<file path="src/cvw_pkg.sv">
package cvw_pkg;
  // ----------------------------------------
  // register map (word index = byte offset)
  // ----------------------------------------
  localparam logic [3:0] CVW_ADDR_CONFIG = 4'h0; // clock_config_calibration
  localparam logic [3:0] CVW_ADDR_VALUE_HIGH = 4'h1; // value_window_high
  localparam logic [3:0] CVW_ADDR_VALUE_LOW = 4'h2; // value_window_low
  localparam logic [3:0] CVW_ADDR_STATUS = 4'h3; // ripple status
  // ----------------------------------------
  // field positions
  // ----------------------------------------
  localparam int CVW_BIT_HALF_SECOND = 11;
  localparam int CVW_BIT_OUTPUT_ENABLE = 10;
  localparam int CVW_BIT_POINTER_HI = 9;
  localparam int CVW_BIT_POINTER_LO = 8;
  localparam logic [15:0] CVW_CONFIG_RESET = 16'h0000;
  localparam logic [7:0] CVW_CAL_RESET = 8'h00;
  // ----------------------------------------
  // pointer codes
  // ----------------------------------------
  localparam logic [1:0] CVW_PTR_ZERO = 2'h0;
  localparam logic [1:0] CVW_PTR_ONE = 2'h1;
  localparam logic [1:0] CVW_PTR_TWO = 2'h2;
  localparam logic [1:0] CVW_PTR_THREE = 2'h3;
  // ----------------------------------------
  // timing
  // ----------------------------------------
  localparam int CVW_CLK_HZ = 50000000;
  localparam int CVW_SECOND_MS = 1000;
  localparam int CVW_HALF_CYCLES = (CVW_CLK_HZ / 1000) * CVW_SECOND_MS / 2;
  localparam int CVW_RIPPLE_CYCLES = 32; // window before second edge flagged as ripple
  typedef enum logic [1:0] {
    CVW_FIRST_HALF = 2'b01,
    CVW_SECOND_HALF = 2'b10
  } cvw_half_t;
endpackage

</file>
<file path="src/cvw_half_timer.sv">
`timescale 1ns/1ns
// ----------------------------------------
// half-second phase timer
// ----------------------------------------
module cvw_half_timer import cvw_pkg::*; #(
  parameter int HALF_CYCLES = CVW_HALF_CYCLES
) (
  input wire logic i_ref_clk,
  input wire logic i_nrst,
  output logic o_second_half,
  output logic o_second_tick,
  output logic o_near_tick
);
  logic [31:0] cnt_reg;
  logic [31:0] cnt_next;
  cvw_half_t state_reg;
  cvw_half_t state_next;
  logic last;
  assign last = (cnt_reg == 32'(HALF_CYCLES - 1));
  // next count and phase
  always_comb begin
    cnt_next = last ? 32'h0 : cnt_reg + 32'h1;
    state_next = state_reg;
    if (last) begin
      unique case (state_reg)
        CVW_FIRST_HALF: state_next = CVW_SECOND_HALF;
        CVW_SECOND_HALF: state_next = CVW_FIRST_HALF;
        default: state_next = CVW_FIRST_HALF;
      endcase
    end
  end
  // registers
  always_ff @(posedge i_ref_clk) begin
    if (!i_nrst) begin
      cnt_reg <= 32'h0;
      state_reg <= CVW_FIRST_HALF;
    end else begin
      cnt_reg <= cnt_next;
      state_reg <= state_next;
    end
  end
  assign o_second_half = (state_reg == CVW_SECOND_HALF);
  assign o_second_tick = last && (state_reg == CVW_SECOND_HALF);
  assign o_near_tick = (state_reg == CVW_SECOND_HALF) &&
                       (cnt_reg >= 32'(HALF_CYCLES - CVW_RIPPLE_CYCLES));
endmodule

</file>
<file path="src/cvw_value_window.sv">
// Added by the designer: the strobed register port and the register offsets.
`timescale 1ns/1ns
// Function
// - half-second flag reads 1 in second half of each second, else 0
// - clock output pin driven only while output enable bit is 1
// - two-bit pointer selects which field pair the value windows show
// - each high window read or write decrements pointer, stopping at 00
// - high byte shows minutes, weekday, month; pointer 11 reserved
// - low byte shows seconds, hours, day, year for pointer 00 to 11
// - config register cleared only by power-on reset, not other resets
// - ripple flag is 1 while window values may change during a read
module cvw_value_window import cvw_pkg::*; #(
  parameter int HALF_CYCLES = CVW_HALF_CYCLES
) (
  input wire logic i_ref_clk,
  input wire logic i_nrst,
  input wire logic i_por_nrst,
  input wire logic [3:0] i_addr,
  input wire logic [15:0] i_wdata,
  input wire logic i_wr,
  input wire logic i_rd,
  input wire logic [7:0] i_seconds,
  input wire logic [7:0] i_minutes,
  input wire logic [7:0] i_hours,
  input wire logic [7:0] i_weekday,
  input wire logic [7:0] i_day,
  input wire logic [7:0] i_month,
  input wire logic [7:0] i_year,
  input wire logic i_clock_out,
  output logic [15:0] o_rdata,
  output logic o_clock_pin,
  output logic o_clock_pin_oe,
  output logic o_second_tick
);
  // ----------------------------------------
  // state
  // ----------------------------------------
  logic [1:0] ptr_reg;
  logic [1:0] ptr_next;
  logic oe_reg;
  logic oe_next;
  logic [7:0] cal_reg;
  logic [7:0] cal_next;
  logic [15:0] rdata_reg;
  logic [15:0] rdata_next;
  logic second_half;
  logic near_tick;
  logic hi_access;

  // field pair lookup for the high byte
  function automatic logic [7:0] high_field(input logic [1:0] p, input logic [7:0] mi,
                                            input logic [7:0] wd, input logic [7:0] mo);
    unique case (p)
      CVW_PTR_ZERO: high_field = mi;
      CVW_PTR_ONE: high_field = wd;
      CVW_PTR_TWO: high_field = mo;
      default: high_field = 8'h00; // reserved code
    endcase
  endfunction

  // field lookup for the low byte
  function automatic logic [7:0] low_field(input logic [1:0] p, input logic [7:0] se,
                                           input logic [7:0] ho, input logic [7:0] dy,
                                           input logic [7:0] yr);
    unique case (p)
      CVW_PTR_ZERO: low_field = se;
      CVW_PTR_ONE: low_field = ho;
      CVW_PTR_TWO: low_field = dy;
      default: low_field = yr;
    endcase
  endfunction

  // ----------------------------------------
  // half-second timer
  // ----------------------------------------
  cvw_half_timer #(
    .HALF_CYCLES(HALF_CYCLES)
  ) u_timer (
    .i_ref_clk(i_ref_clk),
    .i_nrst(i_nrst),
    .o_second_half(second_half),
    .o_second_tick(o_second_tick),
    .o_near_tick(near_tick)
  );

  assign hi_access = (i_rd || i_wr) && (i_addr == CVW_ADDR_VALUE_HIGH);

  // ----------------------------------------
  // config register next values
  // ----------------------------------------
  always_comb begin
    ptr_next = ptr_reg;
    oe_next = oe_reg;
    cal_next = cal_reg;
    if (i_wr && i_addr == CVW_ADDR_CONFIG) begin
      oe_next = i_wdata[CVW_BIT_OUTPUT_ENABLE];
      ptr_next = i_wdata[CVW_BIT_POINTER_HI:CVW_BIT_POINTER_LO];
      cal_next = i_wdata[7:0];
    end else if (hi_access) begin
      if (ptr_reg != CVW_PTR_ZERO) begin
        ptr_next = ptr_reg - 2'h1;
      end
    end
  end

  always_ff @(posedge i_ref_clk) begin
    if (!i_por_nrst) begin
      ptr_reg <= CVW_CONFIG_RESET[CVW_BIT_POINTER_HI:CVW_BIT_POINTER_LO];
      oe_reg <= CVW_CONFIG_RESET[CVW_BIT_OUTPUT_ENABLE];
      cal_reg <= CVW_CAL_RESET;
    end else begin
      ptr_reg <= ptr_next;
      oe_reg <= oe_next;
      cal_reg <= cal_next;
    end
  end

  // ----------------------------------------
  // read data
  // ----------------------------------------
  always_comb begin
    rdata_next = 16'h0000;
    if (i_rd) begin
      unique case (i_addr)
        CVW_ADDR_CONFIG: begin
          rdata_next[CVW_BIT_HALF_SECOND] = second_half;
          rdata_next[CVW_BIT_OUTPUT_ENABLE] = oe_reg;
          rdata_next[CVW_BIT_POINTER_HI:CVW_BIT_POINTER_LO] = ptr_reg;
          rdata_next[7:0] = cal_reg;
        end
        CVW_ADDR_VALUE_HIGH, CVW_ADDR_VALUE_LOW: begin
          rdata_next[15:8] = high_field(ptr_reg, i_minutes, i_weekday, i_month);
          rdata_next[7:0] = low_field(ptr_reg, i_seconds, i_hours, i_day, i_year);
        end
        CVW_ADDR_STATUS: begin
          rdata_next[0] = near_tick;
        end
        default: rdata_next = 16'h0000; // unmapped reads zero
      endcase
    end
  end

  always_ff @(posedge i_ref_clk) begin
    if (!i_nrst) begin
      rdata_reg <= 16'h0000;
    end else begin
      rdata_reg <= rdata_next;
    end
  end

  assign o_rdata = rdata_reg;
  assign o_clock_pin_oe = oe_reg;
  assign o_clock_pin = oe_reg & i_clock_out;
endmodule

</file>
<file path="config.mk">
export PLATFORM = sky130hd
export DESIGN_NAME = cvw_value_window
export DESIGN_NICKNAME = d
export VERILOG_FILES = /design/src/cvw_pkg.sv /design/src/cvw_half_timer.sv /design/src/cvw_value_window.sv
export SDC_FILE = /design/constraint.sdc
export NUM_CORES = 1
export LEC_CHECK = 0
export BUFFER_PORTS_ARGS = -buffer_cell sky130_fd_sc_hd__buf_2
export CORE_UTILIZATION = 55
export DETAILED_ROUTE_END_ITERATION = 16
export GPL_TIMING_DRIVEN = 1
export PLACE_DENSITY = 0.86
export SYNTH_ARGS = -nofsm -noshare
export SYNTH_HDL_FRONTEND = slang
export SYNTH_SLANG_ARGS = --single-unit
</file>
<file path="constraint.sdc">
create_clock -name i_ref_clk -period 5 [get_ports i_ref_clk]
set_input_delay 0.25 -clock i_ref_clk [delete_from_list [all_inputs] [get_ports i_ref_clk]]
set_output_delay 0.25 -clock i_ref_clk [all_outputs]
set_load 0.03 [all_outputs]
</file>
Word-level counts from Yosys, hierarchy flattened
Cells that the tools add are included.

storage, ports and cells
  register bits = 61
  bits of input ports = 82
  output and inout port bits = 19
  logic and storage cells = 43

cells by class
  muxes and demuxes = 8
  $add $sub $neg = 2
  reduce and logical (&&, ||, !) cells = 15
  bitwise logic cells = 2
  $lt $le $gt $ge = 1
  equal/unequal tests = 8

operators by type and width
  cell                     number
  $pmux W8 S3              2
  $add A32 B1 Y32 const B  1
  $eq A32 B25 Y1 const B   1
  $ge A32 B25 Y1 const B   1
  $pmux W11 S2             1
  $eq A4 B2 Y1 const B     2
  $mux W2                  4
  $reduce_bool A2 Y1       3
  $eq A2 B1 Y1 const B     2
  $eq A2 B2 Y1 const B     2
  $eq A4 B1 Y1 const B     1
  $logic_and A1 B1 Y1      4
  $logic_not A4 Y1         1
  $reduce_and A2 Y1        2
  $reduce_or A2 Y1         2
  $pmux W1 S3              1
  $reduce_and A3 Y1        1
  $logic_not A2 Y1         1
  $sub A2 B1 Y2 const B    1
  $and A1 B1 Y1            1
  $logic_or A1 B1 Y1       1
  $not A1 Y1               1

Logic depth before layout (Yosys ltp)
  depth after elaboration = 4
  mapped depth = 8
  depth with buffers taken out = 6

Modules after synthesis
A second synthesis with hierarchy kept.

second synthesis, totals
  cells, all modules = 362
  area total of the unflattened synthesis = 3113.0 µm²

by module, submodules not included
  module            cells each  seq. area each (µm²)  instances  area an instance (µm²)
  cvw_half_timer    203         680.7                 1          1732.9
  cvw_value_window  159         540.5                 1          1380.1

Worst setup path after synthesis
OpenSTA, ideal clock, no wires.

  path type = register -> output
  from = register u_timer.cnt_reg[16]
  to = output o_second_tick
  stages on the path, launching flop included = 4
  required time = 4.750 ns
  path slack = 2.607 ns
  arrival time = 2.143 ns
  buffers on the path = 0
  cell sequence = dfxtp_1 -> or2b_1 -> or4_4 -> nor4b_1

on the way
  longest elaborated chain between the ends = 2

RTL lines
  item                    RTL line                source
  start, declared         cvw_half_timer.sv:14    logic [31:0] cnt_reg;
  start signal, assigned  cvw_half_timer.sv:38    cnt_reg <= cnt_next;
  $eq A32 B25 Y1          cvw_half_timer.sv:19    assign last = (cnt_reg == 32'(HALF_CYCLES - 1));
  $logic_and A1 B1 Y1     cvw_half_timer.sv:43    assign o_second_tick = last && (state_reg == CVW_SECOND_HALF);
  end, declared           cvw_value_window.sv:33  output logic o_second_tick

Every way passes these cells.

Worst setup path in the final report
  from = register u_timer.cnt_reg[28]
  to = register u_timer.cnt_reg[28]

on the way
  longest elaborated chain between the ends = 2
  elaborated cells between the ends (all ways) = 3
  classes of those cells = add/sub (1); eq/ne (1); reduce/logical (1)

RTL lines
  item
  branches (longest 2 deep; another with $add A32 B1 Y32)

Parallel ways; which one is timed is not known.
A chain may end at the register's enable or synchronous reset.

==> results.txt <==
- Outcome: finished, final reports clean
- Power density cells: 258.2 nW/um2
* CTS tree: done
- Gate count of the mapped netlist: about 370
* Netlist area before placement: around 3100 um2
- Adding up every negative setup slack in the final design gives 0 ns.
* Initial Util: a little under three fifths
- Once the clock tree was built, the resizer swapped 0 gates to a different size.
- The floorplan step defined a core boundary enclosing between 5000 and 6000 um2.
- Summed over all layers, the routed wires come to just over 8000 um.
- The clock reaches the later pin of the worst-skew pair after between 0.3 and 0.4 ns.
- Worst path slowest cell: sky130_fd_sc_hd__o31ai_4
- The worst setup path is captured at a flip-flop.
- The via count of the first global-routing pass came to roughly 2800.
- The register with the most flip-flops in the layout has 32 of them.
- Port buffer count: 95
* Final estimated routing congestion in global placement: 0.9073
- The synthesized netlist contains 52 unique library cells.
* Clock tree root driver cell: sky130_fd_sc_hd__clkbuf_8
- Ratio of final minimum period to clock period: between 50% and 60%
- Detailed Place HPWL: 5950 um
* Final clock skew: roughly 0.0056 ns
- Number of buffers added by the clock tree synthesis step: 9
- Worst Setup Path Type: flip-flop to flip-flop
- Data required time at the worst endpoint: roughly 5.2 ns
- Fill cells in the final layout number 440.
* Total gr overflow: 0
- After synthesis, the mean cell area works out to about 8.5 um2.
- Minimum setup slack among reg-to-reg paths: around 2.4 ns
- Sequential area share after synthesis: roughly two fifths
- Dividing the detail-routed wire length by the instance count gives approximately 16 um.
- Max clock buf depth: 2
- Leakage power: around 1.4 nW
- Worst VDD drop: between 0.00015 and 0.0002 V
* Initial antenna violation count: 0
- Worst min-delay path class: input pin to flip-flop
- The clock tree synthesis step divided the H-tree into 3 levels.
- In this run the horizontal extent of the chip is approximately 77 um.
- Once the clock tree was built, the setup fixing pass inserted 0 buffers.
* Clock net sink count: slightly above 60
- Max-slew headroom at the worst pin: between 20% and 30%
* Chip Height: slightly below 80 um
- The critical path goes through nor4_1 -> nand4_1 -> o31ai_4 -> o21ba_2.
* Transition time at the pin with the least slew margin: 1.114 ns
- Fraction of final layout cells sized beyond drive strength 1: between 20% and 30%
* Number of placed I/O pins: just over 100
- Global-route wire length before repair: ~13000 um
- Once detail routing completed, the nets flagged for antenna violations numbered 0.
- Core Rows: 27
- The number of max-slew violations in the final report was 0.
* Die Outline Area: 5993 um2
- The first detailed-routing pass ran for 8 iterations.
- Core occupancy in the finished layout: 68.14%
- Maximum fanout along the worst path: 29
- In the final layout, flip-flops and latches occupy 1221 um2.
* Critical Path Start Type: flip-flop
- Remaining DRCs: 0
- Setup repair after global routing left no endpoint under its margin.
- The routed layout has 3224 vias.
- Number of synthesized flops with an enable pin: 0
* CTS Hold Buffers Added: 0
- Number of warnings printed during yosys synthesis: 0
- The most used flip-flop cell after synthesis is sky130_fd_sc_hd__dfxtp_1.
- The multi-input combinational cells in the finished layout cover a total of about 1800 um2.
- Critical path data arrival time: between 2 and 3 ns
* Worst path max stage delay: slightly above 1 ns
- Final Hold Vio Count: 0
- Across all hold checks on the routed design, the worst slack comes to 0.1561 ns.
- NumNets Final: 540
* # Max-Cap Violations: 0
- Share of synthesized flip-flops with an asynchronous set or reset: 0%
- Synthesized flop and latch total: slightly above 60
- DRC violation total after the first TritonRoute iteration: between 200 and 250
* Routed via count divided by cell count: between 6 and 7
* Synthesized netlist net count: between 400 and 500
- Final Critical Period: roughly 2.6 ns
- Setup violations remaining at the end of the flow were counted as 0.
- Overall Global Routing Usage: about 28%
- Fmax: approximately 400 MHz
* ANT cells: 0
- Entering global routing, the biggest net connects 30 pins.
- From synthesis to final layout, the design area changed by 19.96%.
* Register clock-pin slew on the reported worst setup and hold paths: approximately 0.06 ns
[per-layer routing]
layer  GRT usage [%]  part of all wire [%]  up-vias
met2           47.70                    50      157
met4           15.28                   2.6        0
met3           5.647                   6.3       20
met5               0                     0        -
met1           32.35                    41     1485
li1                -                     -     1562
[placed cells by master, fill, tap and decap left out, types with 8 or more instances in the layout]
cell type                   n
sky130_fd_sc_hd__a21boi_0   8
sky130_fd_sc_hd__o21ai_0   14
sky130_fd_sc_hd__or4_1     10
sky130_fd_sc_hd__nor2_1    26
sky130_fd_sc_hd__buf_2     95
sky130_fd_sc_hd__nand4_1   10
sky130_fd_sc_hd__a222oi_1  16
sky130_fd_sc_hd__nor3_1     8
sky130_fd_sc_hd__o31ai_1   10
sky130_fd_sc_hd__or3_1     11
sky130_fd_sc_hd__dfxtp_1   61
sky130_fd_sc_hd__nand3_1   20
sky130_fd_sc_hd__xor2_1     9
sky130_fd_sc_hd__nand2_1   47
sky130_fd_sc_hd__clkbuf_8  11
sky130_fd_sc_hd__a21oi_1   21
[worst max-delay path, delay by kind of cell, from the launching register on]
kind,cells,cell delay [ns]
flops,1,0.34
simple gates,2,0.85
compound gates,2,1.27
[final cells by class]
cell class | instances | area share, %
Sequential cell | 61 | 32.54
Inverter | 7 | 0.7002
Clock buffer | 11 | 4.035
Clock inverter | 5 | 0.6669
Multi-Input combinational cell | 277 | 46.78
Tap cell | 72 | 2.401
Timing Repair Buffer | 96 | 12.87
[metrics by stage]
| step | power (mW) | worst slack, ns | std cells | area [um2] |
|---|---|---|---|---|
| 6_report | 0.9689 | 2.427 | 529 | 3752 |
| 5_1_grt | 1.008 | 2.217 | 529 | 3752 |
| 4_1_cts | 0.9779 | 2.448 | 529 | 3752 |
| 3_5_place_dp | 0.5938 | 2.445 | 513 | 3576 |
| 3_3_place_gp | 0.5917 | 2.516 | 513 | 3576 |
| 2_1_floorplan | 0.5497 | 2.607 | 369 | 3128 |
[cells by family after synthesis]
kind of cell	after synthesis	share of synthesized area, %
adders and majority gates	6	2.400
buffers and inverters	31	4.840
AOI/OAI and AO/OA	95	22.32
DFF	61	39.04
muxes	2	0.6800
and+or+nand+nor	163	27.64
xor gates and xnor gates	11	3.080
[path summary, 6_finish.rpt]
check / startpoint / to / depth (start not counted)
setup / recovery: u_timer.cnt_reg[28] / u_timer.cnt_reg[28] / 4
hold / removal: i_wdata[7] / cal_reg[7] / 3
setup reg to reg: u_timer.cnt_reg[28] / u_timer.cnt_reg[28] / 4
hold reg to reg: u_timer.cnt_reg[0] / u_timer.cnt_reg[0] / 1
[synthesized netlist by cell type, types with 2 or more instances]
cell type,number,area share [%]
sky130_fd_sc_hd__dfxtp_1,61,39
sky130_fd_sc_hd__nand2_1,47,5.6
sky130_fd_sc_hd__nor2_1,26,3.1
sky130_fd_sc_hd__a21oi_1,21,3.4
sky130_fd_sc_hd__nand3_1,20,3.2
sky130_fd_sc_hd__a222oi_1,16,5.1
sky130_fd_sc_hd__o21ai_0,14,2.2
sky130_fd_sc_hd__clkbuf_1,11,1.3
sky130_fd_sc_hd__or3_1,11,2.2
sky130_fd_sc_hd__buf_2,10,1.6
sky130_fd_sc_hd__nand4_1,10,2.0
sky130_fd_sc_hd__o31ai_1,10,2.4
sky130_fd_sc_hd__or4_1,10,2.4
sky130_fd_sc_hd__xor2_1,9,2.5
sky130_fd_sc_hd__a21boi_0,8,1.9
sky130_fd_sc_hd__nor3_1,8,1.3
sky130_fd_sc_hd__a22oi_1,7,1.7
sky130_fd_sc_hd__inv_1,7,0.84
sky130_fd_sc_hd__ha_1,6,2.4
sky130_fd_sc_hd__nor4_1,6,1.2
sky130_fd_sc_hd__and3_1,5,1.0
sky130_fd_sc_hd__and4_1,5,1.4
sky130_fd_sc_hd__and2_1,4,0.80
sky130_fd_sc_hd__buf_6,3,1.1
sky130_fd_sc_hd__a22o_1,2,0.56
sky130_fd_sc_hd__nor4b_1,2,0.56
sky130_fd_sc_hd__o21a_1,2,0.48
sky130_fd_sc_hd__o21ba_2,2,0.64
sky130_fd_sc_hd__o31a_1,2,0.56
sky130_fd_sc_hd__xnor2_1,2,0.56
[report_power, final]
part           switching, mW  leakage, nW  internal, mW
logic                 0.0478        0.849        0.0412
clock network          0.183       0.0986         0.202
registers            0.00371        0.492         0.491
Power figures use the tool's default switching activity.
